$ cat config.mk
export PLATFORM = sky130hd
export DESIGN_NAME = rrs_exec
export DESIGN_NICKNAME = d
export VERILOG_FILES = /design/src/rrs_pkg.sv /design/src/rrs_alu.sv /design/src/rrs_exec.sv
export SDC_FILE = /design/constraint.sdc
export NUM_CORES = 1
export LEC_CHECK = 0
export BUFFER_PORTS_ARGS = -buffer_cell sky130_fd_sc_hd__buf_2
export CAP_MARGIN = 0
export CORE_AREA = 2 2 85 87
export CTS_BUF_LIST = sky130_fd_sc_hd__clkbuf_4 sky130_fd_sc_hd__clkbuf_8 sky130_fd_sc_hd__clkbuf_16
export DETAILED_ROUTE_END_ITERATION = 12
export DIE_AREA = 0 0 87 89
export MAX_ROUTING_LAYER = met4
export PLACE_DENSITY_LB_ADDON = 0.25
export RECOVER_POWER = 25
export SYNTH_ARGS = -nofsm -noshare
export SYNTH_HDL_FRONTEND = slang
export SYNTH_SLANG_ARGS = --single-unit
$ cat constraint.sdc
create_clock -name sys_clk -period 3.4 [get_ports sys_clk]
set_clock_uncertainty 0.05 [all_clocks]
set_input_delay 1.02 -clock sys_clk [delete_from_list [all_inputs] [get_ports sys_clk]]
set_output_delay 1.02 -clock sys_clk [all_outputs]
set_load 0.02 [all_outputs]
$ cat src/rrs_pkg.sv
package rrs_pkg;

    // widths
    localparam int DATA_W  = 8;
    localparam int PC_W    = 11;
    localparam int SP_W    = 3;
    localparam int FADDR_W = 7;
    localparam int OP_W    = 3;

    // instruction cycle counts
    localparam logic [1:0] CYC_RET  = 2'h2;
    localparam logic [1:0] CYC_ALU  = 2'h1;

    // bit positions
    localparam int MSB_POS  = 7;
    localparam int LSB_POS  = 0;
    localparam int HALF_POS = 4;

    // destination select encodings
    localparam logic DEST_WORK = 1'h0;
    localparam logic DEST_FILE = 1'h1;

    // value loaded into the global enable on interrupt exit
    localparam logic GIE_SET = 1'h1;

    // reset values
    localparam logic [DATA_W-1:0] WORK_RST = 8'h00;
    localparam logic [PC_W-1:0]   PC_RST   = 11'h000;

    typedef enum logic [OP_W-1:0] {
        RRS_NOP,
        RRS_SUB_EXIT,
        RRS_IRQ_EXIT,
        RRS_ROT_LEFT,
        RRS_ROT_RIGHT,
        RRS_SUB_BORROW
    } rrs_op_type;

    // one decoded instruction
    typedef struct packed {
        rrs_op_type          op;
        logic [FADDR_W-1:0]  faddr;
        logic                dest;
    } rrs_instr_type;

    // status flags touched here
    typedef struct packed {
        logic zero;
        logic half_carry_flag;
        logic carry;
    } rrs_flags_type;

    // file register write request
    typedef struct packed {
        logic               we;
        logic [FADDR_W-1:0] addr;
        logic [DATA_W-1:0]  data;
    } rrs_fwrite_type;

endpackage

$ cat src/rrs_alu.sv
`timescale 1ns/100ps
module rrs_alu (
    input  wire rrs_pkg::rrs_op_type          op,
    input  wire logic [rrs_pkg::DATA_W-1:0]   file_val,
    input  wire logic [rrs_pkg::DATA_W-1:0]   work_val,
    input  wire rrs_pkg::rrs_flags_type       flags_in,
    output logic [rrs_pkg::DATA_W-1:0]        result,
    output rrs_pkg::rrs_flags_type            flags_out
);
    logic [rrs_pkg::HALF_POS:0] low_sum;
    logic [rrs_pkg::DATA_W:0]   full_sum;

    // subtract as file + ~work + carry
    assign low_sum  = {1'b0, file_val[rrs_pkg::HALF_POS-1:0]} + {1'b0, ~work_val[rrs_pkg::HALF_POS-1:0]}
                      + {{rrs_pkg::HALF_POS{1'b0}}, flags_in.carry};
    assign full_sum = {1'b0, file_val} + {1'b0, ~work_val} + {{rrs_pkg::DATA_W{1'b0}}, flags_in.carry};

    // result and flags per operation
    always_comb begin
        result    = file_val;
        flags_out = flags_in;
        case (op)
            rrs_pkg::RRS_ROT_LEFT: begin
                result          = {file_val[rrs_pkg::MSB_POS-1:0], flags_in.carry};
                flags_out.carry = file_val[rrs_pkg::MSB_POS];
            end
            rrs_pkg::RRS_ROT_RIGHT: begin
                result          = {flags_in.carry, file_val[rrs_pkg::MSB_POS:1]};
                flags_out.carry = file_val[rrs_pkg::LSB_POS];
            end
            rrs_pkg::RRS_SUB_BORROW: begin
                result                    = full_sum[rrs_pkg::DATA_W-1:0];
                flags_out.carry           = full_sum[rrs_pkg::DATA_W];
                flags_out.half_carry_flag = low_sum[rrs_pkg::HALF_POS];
                flags_out.zero            = (full_sum[rrs_pkg::DATA_W-1:0] == 8'h00);
            end
            default: begin
                result    = file_val;
                flags_out = flags_in;
            end
        endcase
    end
endmodule

$ cat src/rrs_exec.sv
// Summary of operation
// - interrupt exit loads pc, sets global enable
// - returns read stack top, then decrement pointer
// - subroutine exit: pc from stack, flags kept, 2 cycles
// - rotate left: carry in bit0, bit7 out
// - rotate right: carry in bit7, bit0 out
// - dest 0 writes working register, 1 file
// - rotates and subtract one cycle; rotates alter carry
// - subtract: file plus inverted work plus carry
// - carry is inverted borrow; zero on zero
`timescale 1ns/100ps
module rrs_exec (
    input  wire logic                           sys_clk,
    input  wire logic                           rstn,
    input  wire logic                           instr_valid,
    input  wire rrs_pkg::rrs_instr_type         instr,
    input  wire logic [rrs_pkg::DATA_W-1:0]     file_rdata,
    input  wire logic [rrs_pkg::PC_W-1:0]       stack_top,
    input  wire logic [rrs_pkg::SP_W-1:0]       stack_ptr_in,
    input  wire rrs_pkg::rrs_flags_type         flags_in,
    output logic                                busy,
    output logic                                done,
    output logic [rrs_pkg::DATA_W-1:0]          working_register,
    output rrs_pkg::rrs_fwrite_type             file_write,
    output rrs_pkg::rrs_flags_type              flags_out,
    output logic                                flags_we,
    output logic [rrs_pkg::PC_W-1:0]            pc_load_val,
    output logic                                pc_load,
    output logic [rrs_pkg::SP_W-1:0]            stack_ptr_out,
    output logic                                stack_ptr_we,
    output logic                                global_irq_enable_set
);
    typedef enum logic [1:0] {
        RRS_IDLE,
        RRS_RET_WAIT
    } rrs_state_type;

    rrs_state_type                 state;
    rrs_state_type                 next_state;
    logic [rrs_pkg::DATA_W-1:0]    alu_result;
    rrs_pkg::rrs_flags_type        alu_flags;
    logic [rrs_pkg::DATA_W-1:0]    next_working_register;
    rrs_pkg::rrs_fwrite_type       next_file_write;
    rrs_pkg::rrs_flags_type        next_flags_out;
    logic                          next_flags_we;
    logic [rrs_pkg::PC_W-1:0]      next_pc_load_val;
    logic                          next_pc_load;
    logic [rrs_pkg::SP_W-1:0]      next_stack_ptr_out;
    logic                          next_stack_ptr_we;
    logic                          next_gie_set;
    logic                          next_busy;
    logic                          next_done;
    logic                          is_alu;

    // shared rotate and subtract datapath
    rrs_alu u_alu (
        .op        (instr.op),
        .file_val  (file_rdata),
        .work_val  (working_register),
        .flags_in  (flags_in),
        .result    (alu_result),
        .flags_out (alu_flags)
    );

    assign is_alu = instr_valid && (instr.op == rrs_pkg::RRS_ROT_LEFT || instr.op == rrs_pkg::RRS_ROT_RIGHT
                    || instr.op == rrs_pkg::RRS_SUB_BORROW);

    // decoded requests; nothing is taken during a return's wait cycle
    logic                          is_ret;
    logic                          is_irq;
    logic                          in_idle;
    logic                          alu_taken;
    logic                          ret_taken;
    logic [rrs_pkg::SP_W-1:0]      popped_ptr;

    // qualify requests by the sequencing state
    assign is_ret    = instr_valid && (instr.op == rrs_pkg::RRS_SUB_EXIT
                       || instr.op == rrs_pkg::RRS_IRQ_EXIT);
    assign is_irq    = (instr.op == rrs_pkg::RRS_IRQ_EXIT);
    assign in_idle   = (state == RRS_IDLE);
    assign alu_taken = is_alu && in_idle;
    assign ret_taken = is_ret && in_idle;

    // pointer after the pop, wraps at the bottom of the stack
    assign popped_ptr = stack_ptr_in - 3'h1;

    // sequencing: a return holds one wait cycle before done
    always_comb begin
        next_state = state;
        next_busy  = 1'b0;
        next_done  = 1'b0;
        case (state)
            RRS_IDLE: begin
                // nop and unused codes leave the block idle
                if (alu_taken) begin
                    next_done = 1'b1;
                end else if (ret_taken) begin
                    next_busy  = 1'b1;
                    next_state = RRS_RET_WAIT;
                end
            end
            RRS_RET_WAIT: begin
                // any request seen here is refused
                next_done  = 1'b1;
                next_state = RRS_IDLE;
            end
            default: begin
                next_state = RRS_IDLE;
            end
        endcase
    end

    // sequencing registers
    always_ff @(posedge sys_clk) begin
        if (!rstn) begin
            state <= RRS_IDLE;
            busy  <= 1'b0;
            done  <= 1'b0;
        end else begin
            state <= next_state;
            busy  <= next_busy;
            done  <= next_done;
        end
    end

    // working register takes results whose destination select is 0
    always_comb begin
        next_working_register = working_register;
        if (alu_taken && instr.dest == rrs_pkg::DEST_WORK) begin
            next_working_register = alu_result;
        end
    end

    // working register
    always_ff @(posedge sys_clk) begin
        if (!rstn) begin
            working_register <= rrs_pkg::WORK_RST;
        end else begin
            working_register <= next_working_register;
        end
    end

    // file write request for destination select 1, one cycle wide
    always_comb begin
        next_file_write = '0;
        if (alu_taken && instr.dest == rrs_pkg::DEST_FILE) begin
            next_file_write.we   = 1'b1;
            next_file_write.addr = instr.faddr;
            next_file_write.data = alu_result;
        end
    end

    // file write request register
    always_ff @(posedge sys_clk) begin
        if (!rstn) begin
            file_write <= '0;
        end else begin
            file_write <= next_file_write;
        end
    end

    // status flags follow the datapath; returns leave them alone
    always_comb begin
        next_flags_out = flags_out;
        next_flags_we  = 1'b0;
        if (alu_taken) begin
            next_flags_out = alu_flags;
            next_flags_we  = 1'b1;
        end else if (ret_taken) begin
            next_flags_we = 1'b0;
        end
    end

    // status flag registers
    always_ff @(posedge sys_clk) begin
        if (!rstn) begin
            flags_out <= '0;
            flags_we  <= 1'b0;
        end else begin
            flags_out <= next_flags_out;
            flags_we  <= next_flags_we;
        end
    end

    // program counter reload and stack pop on returns, global enable on interrupt exit only
    always_comb begin
        next_pc_load_val   = pc_load_val;
        next_pc_load       = 1'b0;
        next_stack_ptr_out = stack_ptr_out;
        next_stack_ptr_we  = 1'b0;
        next_gie_set       = 1'b0;
        if (ret_taken) begin
            next_pc_load_val   = stack_top;
            next_pc_load       = 1'b1;
            next_stack_ptr_out = popped_ptr;
            next_stack_ptr_we  = 1'b1;
            if (is_irq) begin
                next_gie_set = rrs_pkg::GIE_SET;
            end
        end
    end

    // program counter and stack registers
    always_ff @(posedge sys_clk) begin
        if (!rstn) begin
            pc_load_val           <= rrs_pkg::PC_RST;
            pc_load               <= 1'b0;
            stack_ptr_out         <= '0;
            stack_ptr_we          <= 1'b0;
            global_irq_enable_set <= 1'b0;
        end else begin
            pc_load_val           <= next_pc_load_val;
            pc_load               <= next_pc_load;
            stack_ptr_out         <= next_stack_ptr_out;
            stack_ptr_we          <= next_stack_ptr_we;
            global_irq_enable_set <= next_gie_set;
        end
    end
endmodule

== After elaboration in Yosys (flattened, before gate mapping) ==
Index checks and enable logic that the tools add are counted.

* Add/subtract/negate cells: 5
* $mul: 0
* Div/mod/pow operators: 0
* Magnitude comparators: 0
* Eq/ne operators: 5
* Shift-type cells: 0
* Mux-type cells: 8
* Bitwise gates (word level): 6
* Reduce and logical (&&, ||, !) cells: 16

{| class="wikitable"
|+ Operator list
! cell !! count
|-
| 8-bit one-hot mux with 3 select lines || 1
|-
| 16-bit 2-to-1 mux || 1
|-
| 8-bit by 8-bit adder with 9-bit output || 1
|-
| 9-bit by 1-bit adder with 9-bit output || 1
|-
| 8-bit zero test || 1
|-
| 8-bit inverter || 1
|-
| 2-bit AND reduction || 4
|-
| 3-bit by 2-bit equality test with 1-bit output, second input constant || 2
|-
| 3-bit equality test, second input constant || 2
|-
| 1-bit logical AND || 6
|-
| 4-bit by 4-bit adder with 5-bit output || 1
|-
| 5-bit by 1-bit adder with 5-bit output || 1
|-
| 1-bit inverter || 4
|-
| 4-bit inverter || 1
|-
| 3-bit by 1-bit equality test with 1-bit output, second input constant || 1
|-
| 1-bit logical OR || 3
|-
| 1-bit 2-to-1 mux || 3
|-
| 1-bit one-hot mux with 3 select lines || 1
|-
| 3-bit OR reduction || 1
|-
| 3-bit by 1-bit subtractor with 3-bit output, second input constant || 1
|-
| 2-bit zero test || 1
|-
| 2-bit 2-to-1 mux || 1
|-
| 1-bit one-hot mux with 2 select lines || 1
|}

* Flip-flop bits (word level): 47
* Bits in latches: 0
* Memory bits (writable): 0
* ROM bits: 0
* Input port bits: 39
* Output and inout bits: 47
* Logic and storage cells: 55
* Memories kept: 0

== Logic depth before layout (Yosys ltp) ==
* Depth after elaboration: 7
* Gate-level depth with buffers: 8
* Mapped depth without buffers: 8

== Modules after synthesis ==
From an unflattened synthesis, not the netlist that was laid out.

* Cell total of the unflattened synthesis: 291
* Area, all modules: 2516.2 um^2

{| class="wikitable"
|+ Modules (own cells, without submodules)
! module !! instances !! cells each !! area each (um^2) !! seq. area each (um^2)
|-
| rrs_exec || 1 || 168 || 1702.9 || 940.9
|-
| rrs_alu || 1 || 123 || 813.3 || 0.0
|}

== Worst setup path after synthesis ==
OpenSTA, ideal clock, no wires.

* Kind: input to register
* From: input port file_rdata[0] (netlist bit)
* To: register flags_out[2] (netlist bit)
* Data arrival time: 2768 ps
* Required time: 3254 ps
* Path slack: 486 ps
* Stages on the path: 7
* Path buffers: 0
* Cell sequence: inv_1 -> fa_1 -> fa_1 -> and3_1 -> o2111ai_1 -> or3_1 -> o41ai_2

* Word-level cells in the longest chain between the ends: 4

{| class="wikitable"
|+ RTL lines
! item !! RTL line !! RTL
|-
| start: declaration || rrs_exec.sv:17 || <nowiki>input wire logic [rrs_pkg::DATA_W-1:0] file_rdata,</nowiki>
|-
| 8-bit by 8-bit adder with 9-bit output || rrs_alu.sv:16 || <nowiki>assign full_sum = {1'b0, file_val} + {1'b0, ~work_val} + {{rrs_pkg::DATA_W{1'b0}}, flags_in.carry};</nowiki>
|-
| 9-bit by 1-bit adder with 9-bit output || rrs_alu.sv:16 ||
|-
| 8-bit zero test || rrs_alu.sv:35 || <nowiki>flags_out.zero = (full_sum[rrs_pkg::DATA_W-1:0] == 8'h00);</nowiki>
|-
| 2-bit 2-to-1 mux || rrs_alu.sv:22 || <nowiki>case (op)</nowiki>
|-
| end signal: assignment || rrs_exec.sv:180 || <nowiki>flags_out <= next_flags_out;</nowiki>
|-
| end: declaration || rrs_exec.sv:25 || <nowiki>output rrs_pkg::rrs_flags_type flags_out,</nowiki>
|}

No other way between the ends.
A chain may end at the register's enable or synchronous reset.

== Final worst setup path ==
Same ends and word-level chain as after synthesis.

==> summary by stage <==
Floorplanning
The die covers a little under 8000 um^2. The standard-cell row count is 30. The vertical extent of the die is 89 um.

The floorplan step defined a core boundary enclosing roughly 6700 um^2. The top-level port count is 86. The horizontal die dimension is 87 um. For this configuration, the core starts out at a cell density of 35.6%.

Worst setup path
The delay of the slowest cell on the worst path is between 0.4 and 0.5 ns. The worst setup path is launched from an input pin. The critical path arrival is 3.14 ns. The critical path startpoint is file_rdata[0]. The endpoint identified for the worst register-to-register timing path is flags_out[2]. The slowest stage of the critical path belongs to the cell sky130_fd_sc_hd__fa_1. The highest fanout seen on the critical path is 5. STA classifies the critical path endpoint as a register.

The startpoint identified for the worst register-to-register timing path is working_register[0]. The number of cells on the critical path is 9. For flop-to-flop paths, the worst setup slack is roughly 1.0 ns. The signal on the critical path passes through buf_2, inv_1, fa_1, fa_1, nor2b_1, o2111ai_1, a21boi_0, nor2b_1, o41ai_2. Together, buffers and inverters on the worst path number 2.

The logic depth of the worst register-to-register path is 7. The critical path is of the in -> reg type. Among cell families on the critical path, the largest total delay comes from adder cells. Data on the critical path is required at its endpoint by 3.56 ns. The most critical setup path has its endpoint at flags_out[2].

Final layout
For this run, the post-layout net count is roughly 400. The non-filler instance count after layout is 440. 0 antenna diodes ended up in the layout. The area growth from synthesis to layout is 23.5%. The ratio of cells with drive above 1 in the final layout is 23.9%. Leaving out fill and tap cells, the most frequent cell in the layout is sky130_fd_sc_hd__buf_2. The library cells used most frequently in the layout, excluding fill and tap cells, are sky130_fd_sc_hd__buf_2, sky130_fd_sc_hd__dfxtp_1, sky130_fd_sc_hd__nand2_1, sky130_fd_sc_hd__a21oi_1.

STA
At the pin with the least slew margin, the transition time is 0.914 ns. The normalized max-slew margin is 39.1%. The number of pins exceeding their max-slew limit in the final report is 0.

Adding up every negative setup slack in the final design gives 0 ns. Setup repair after global routing left no endpoint under its margin. The total count of hold-check failures in the final report is 0. The worst path uses 87.6% of the clock period. Static timing analysis puts the maximum clock frequency at 336 MHz. For the finished layout, the period the worst path requires is 2.98 ns.

The total setup violations reported at the end of the flow is 0.

CTS
The clock passes through at most 2 buffers. The TritonCTS sink count is 47. The number of resized instances in the post-cts repair step is 0. The number of clock buffers added by TritonCTS is 5. After clock tree synthesis, the clock-pin slew on the worst setup and hold paths is 0.09 ns.

For this design, the CTS-stage hold fixing added 0 buffers. The clock tree synthesis step divided the H-tree into 2 levels. TritonCTS built the clock tree. The later-pin clock latency in the skew report is 0.29 ns.

The buffer cell driving the clock tree root is sky130_fd_sc_hd__clkbuf_8. The buffer count from post-CTS setup fixing is 0.

Yosys
The total nets after synthesis is roughly 330. The netlist uses 52 different library cells. The cell count after synthesis came out at 279. The top flip-flop cell by instance count after synthesis is sky130_fd_sc_hd__dfxtp_1. The Yosys step of the flow raised 0 warnings.

The mapped netlist covers about 2400 um^2. The synthesized design contains 0 enable-type register cells. Sequential cells were found to cover 39.3% of the synthesized design area. The number of synthesized register bits is between 40 and 50. The share of flip-flops with an asynchronous set or reset after synthesis is 0%. The average instance in the mapped netlist occupies 8.58 um^2.

Global route
The maximum number of pins on one net before global-route repair is 24. After global routing the overflow that remains totals 0. The global router's overall resource usage is 16.3%. The first global-routing pass estimated 9790 um of wire. The via count of the first global-routing pass was 2,045. The number of antenna violations at the first check in global routing is 0.

Route
The first-pass iteration count of the detailed router is 4. The post-route DRC violation count is 0. The wire length reported by the detailed router is 6030 um.

Using the TritonRoute via totals, the vias-per-cell ratio works out to a little under 5. The number of nets still failing antenna checks after routing is 0. For this block, the initial DRC count from the detailed router was about 100. The wire length per cell is 13.7 um. The final route contains 2,182 vias.

Place
During placement, the flow inserted port buffers numbering 85. The congestion estimate from routability-driven global placement came to 0.890. The number of placed instances, taps included, is 432. The HPWL after detailed placement is 4600 um.

Job
The count of max-cap constraint violations is 0.

Power and ir drop
The worst IR drop on VDD is 0.000245 V. Dividing total power by cell area gives a power density of 446 nW/um^2. The leakage power is about 1.3 nW.

Hold path
The path category of the worst min-delay check is reg -> reg.

Status
The flow ran to the end, and the final reports show no timing, DRC or antenna violations.
-- Yosys cell counts, types with 2 or more instances --
library cell                instances  area (um^2)
sky130_fd_sc_hd__a211oi_1           6         45.0
sky130_fd_sc_hd__dfxtp_1           47          941
sky130_fd_sc_hd__a221oi_1           4         35.0
sky130_fd_sc_hd__or3_1              2         12.5
sky130_fd_sc_hd__a21o_1             2         15.0
sky130_fd_sc_hd__nand2b_1           3         18.8
sky130_fd_sc_hd__o22a_1             2         17.5
sky130_fd_sc_hd__a31oi_1            7         43.8
sky130_fd_sc_hd__mux2i_1            5         50.1
sky130_fd_sc_hd__buf_2              3         15.0
sky130_fd_sc_hd__fa_1               2         40.0
sky130_fd_sc_hd__mux2_2             2         22.5
sky130_fd_sc_hd__and3_1             2         12.5
sky130_fd_sc_hd__a311oi_1           2         17.5
sky130_fd_sc_hd__buf_4              4         30.0
sky130_fd_sc_hd__or2_2              3         18.8
sky130_fd_sc_hd__nor2b_1            7         43.8
sky130_fd_sc_hd__xor2_1             3         26.3
sky130_fd_sc_hd__o21ai_0            6         30.0
sky130_fd_sc_hd__and2_1            10         62.6
sky130_fd_sc_hd__nor2_1            22         82.6
sky130_fd_sc_hd__a21oi_1           24          120
sky130_fd_sc_hd__xnor2_1            3         26.3
sky130_fd_sc_hd__o211ai_1           4         30.0
sky130_fd_sc_hd__nand3b_1           4         30.0
sky130_fd_sc_hd__o2111ai_1          2         17.5
sky130_fd_sc_hd__ha_1               8          100
sky130_fd_sc_hd__clkbuf_1           6         22.5
sky130_fd_sc_hd__inv_1             18         67.6
sky130_fd_sc_hd__nand2_1           44          165
-- worst min-delay path: stages (launching register included) --
cell and delay (ns):
sky130_fd_sc_hd__dfxtp_1 0.32, sky130_fd_sc_hd__nand2_1 0.05, sky130_fd_sc_hd__a21oi_1 0.05
-- stage by stage --
stage	cell area, um^2	setup slack [ns]	power [mW]	hold slack [ns]	util (%)
floorplan	2390	0.486	0.762	0.378	-
global placement	2860	0.181	0.839	0.389	42.5
detailed placement	2860	0.146	0.839	0.395	42.5
CTS	2990	0.420	1.33	0.407	44.5
global route	2960	0.234	1.38	0.426	44.0
finish	2960	0.421	1.32	0.408	44.0
-- routing by layer --
| metal | vias up | share of wire [%] | track usage (%) | wire length, um |
|---|---|---|---|---|
| met5 | - | 0 | - | 0 |
| met4 | 0 | 1.0 | 4.12 | 63 |
| met3 | 6 | 7.5 | 4.62 | 451 |
| met2 | 75 | 45 | 25.3 | 2710 |
| met1 | 978 | 47 | 21.1 | 2810 |
| li1 | 1123 | - | - | - |
-- kinds of logic (layout without fill, tap and decap cells) --
| family | Yosys count | count (layout) | share of synthesized area [%] |
|---|---|---|---|
| compound gates | 70 | 70 | 20.4 |
| simple gates | 106 | 106 | 22.9 |
| fa+ha+maj | 10 | 10 | 5.85 |
| xor+xnor | 6 | 6 | 2.20 |
| flops | 47 | 47 | 39.3 |
| mux | 7 | 7 | 3.03 |
| buf+inv | 33 | 114 | 6.27 |
-- layout make-up --
| type | count | area [um^2] |
|---|---|---|
| Clock buffer | 6 | 76.3 |
| Clock inverter | 2 | 60.1 |
| Fill cell | 678 | 3760 |
| Inverter | 19 | 71.3 |
| Multi-Input combinational cell | 199 | 1290 |
| Sequential cell | 47 | 941 |
| Tap cell | 80 | 100 |
| Timing Repair Buffer | 87 | 413 |
-- worst min-delay path by stage --
stage	start	endpoint	slack, ns	cells past startpoint
3_3_place_gp	pc_load_val[2]	pc_load_val[2]	0.39	2
2_1_floorplan	state[0]	done	0.38	2
4_1_cts	pc_load_val[8]	pc_load_val[8]	0.41	2
6_report	pc_load_val[8]	pc_load_val[8]	0.41	2
5_1_grt	pc_load_val[5]	pc_load_val[5]	0.43	2
3_5_place_dp	pc_load_val[8]	pc_load_val[8]	0.39	2
-- flip-flops by register name (all words and copies together), names as in the netlist --
signal,flops
working_register,8
done,1
stack_ptr_out,3
flags_out,3
busy,1
stack_ptr_we,1
global_irq_enable_set,1
state,1
file_write,16
flags_we,1
pc_load_val,11
-- where the power goes --
part           internal [mW]  leakage [nW]  total (mW)  switching (mW)
combinational         0.0960         0.854       0.247           0.151
sequential             0.569         0.382       0.578         0.00925
clock                  0.302        0.0688       0.494           0.192
(Power assumes the default switching activity.)
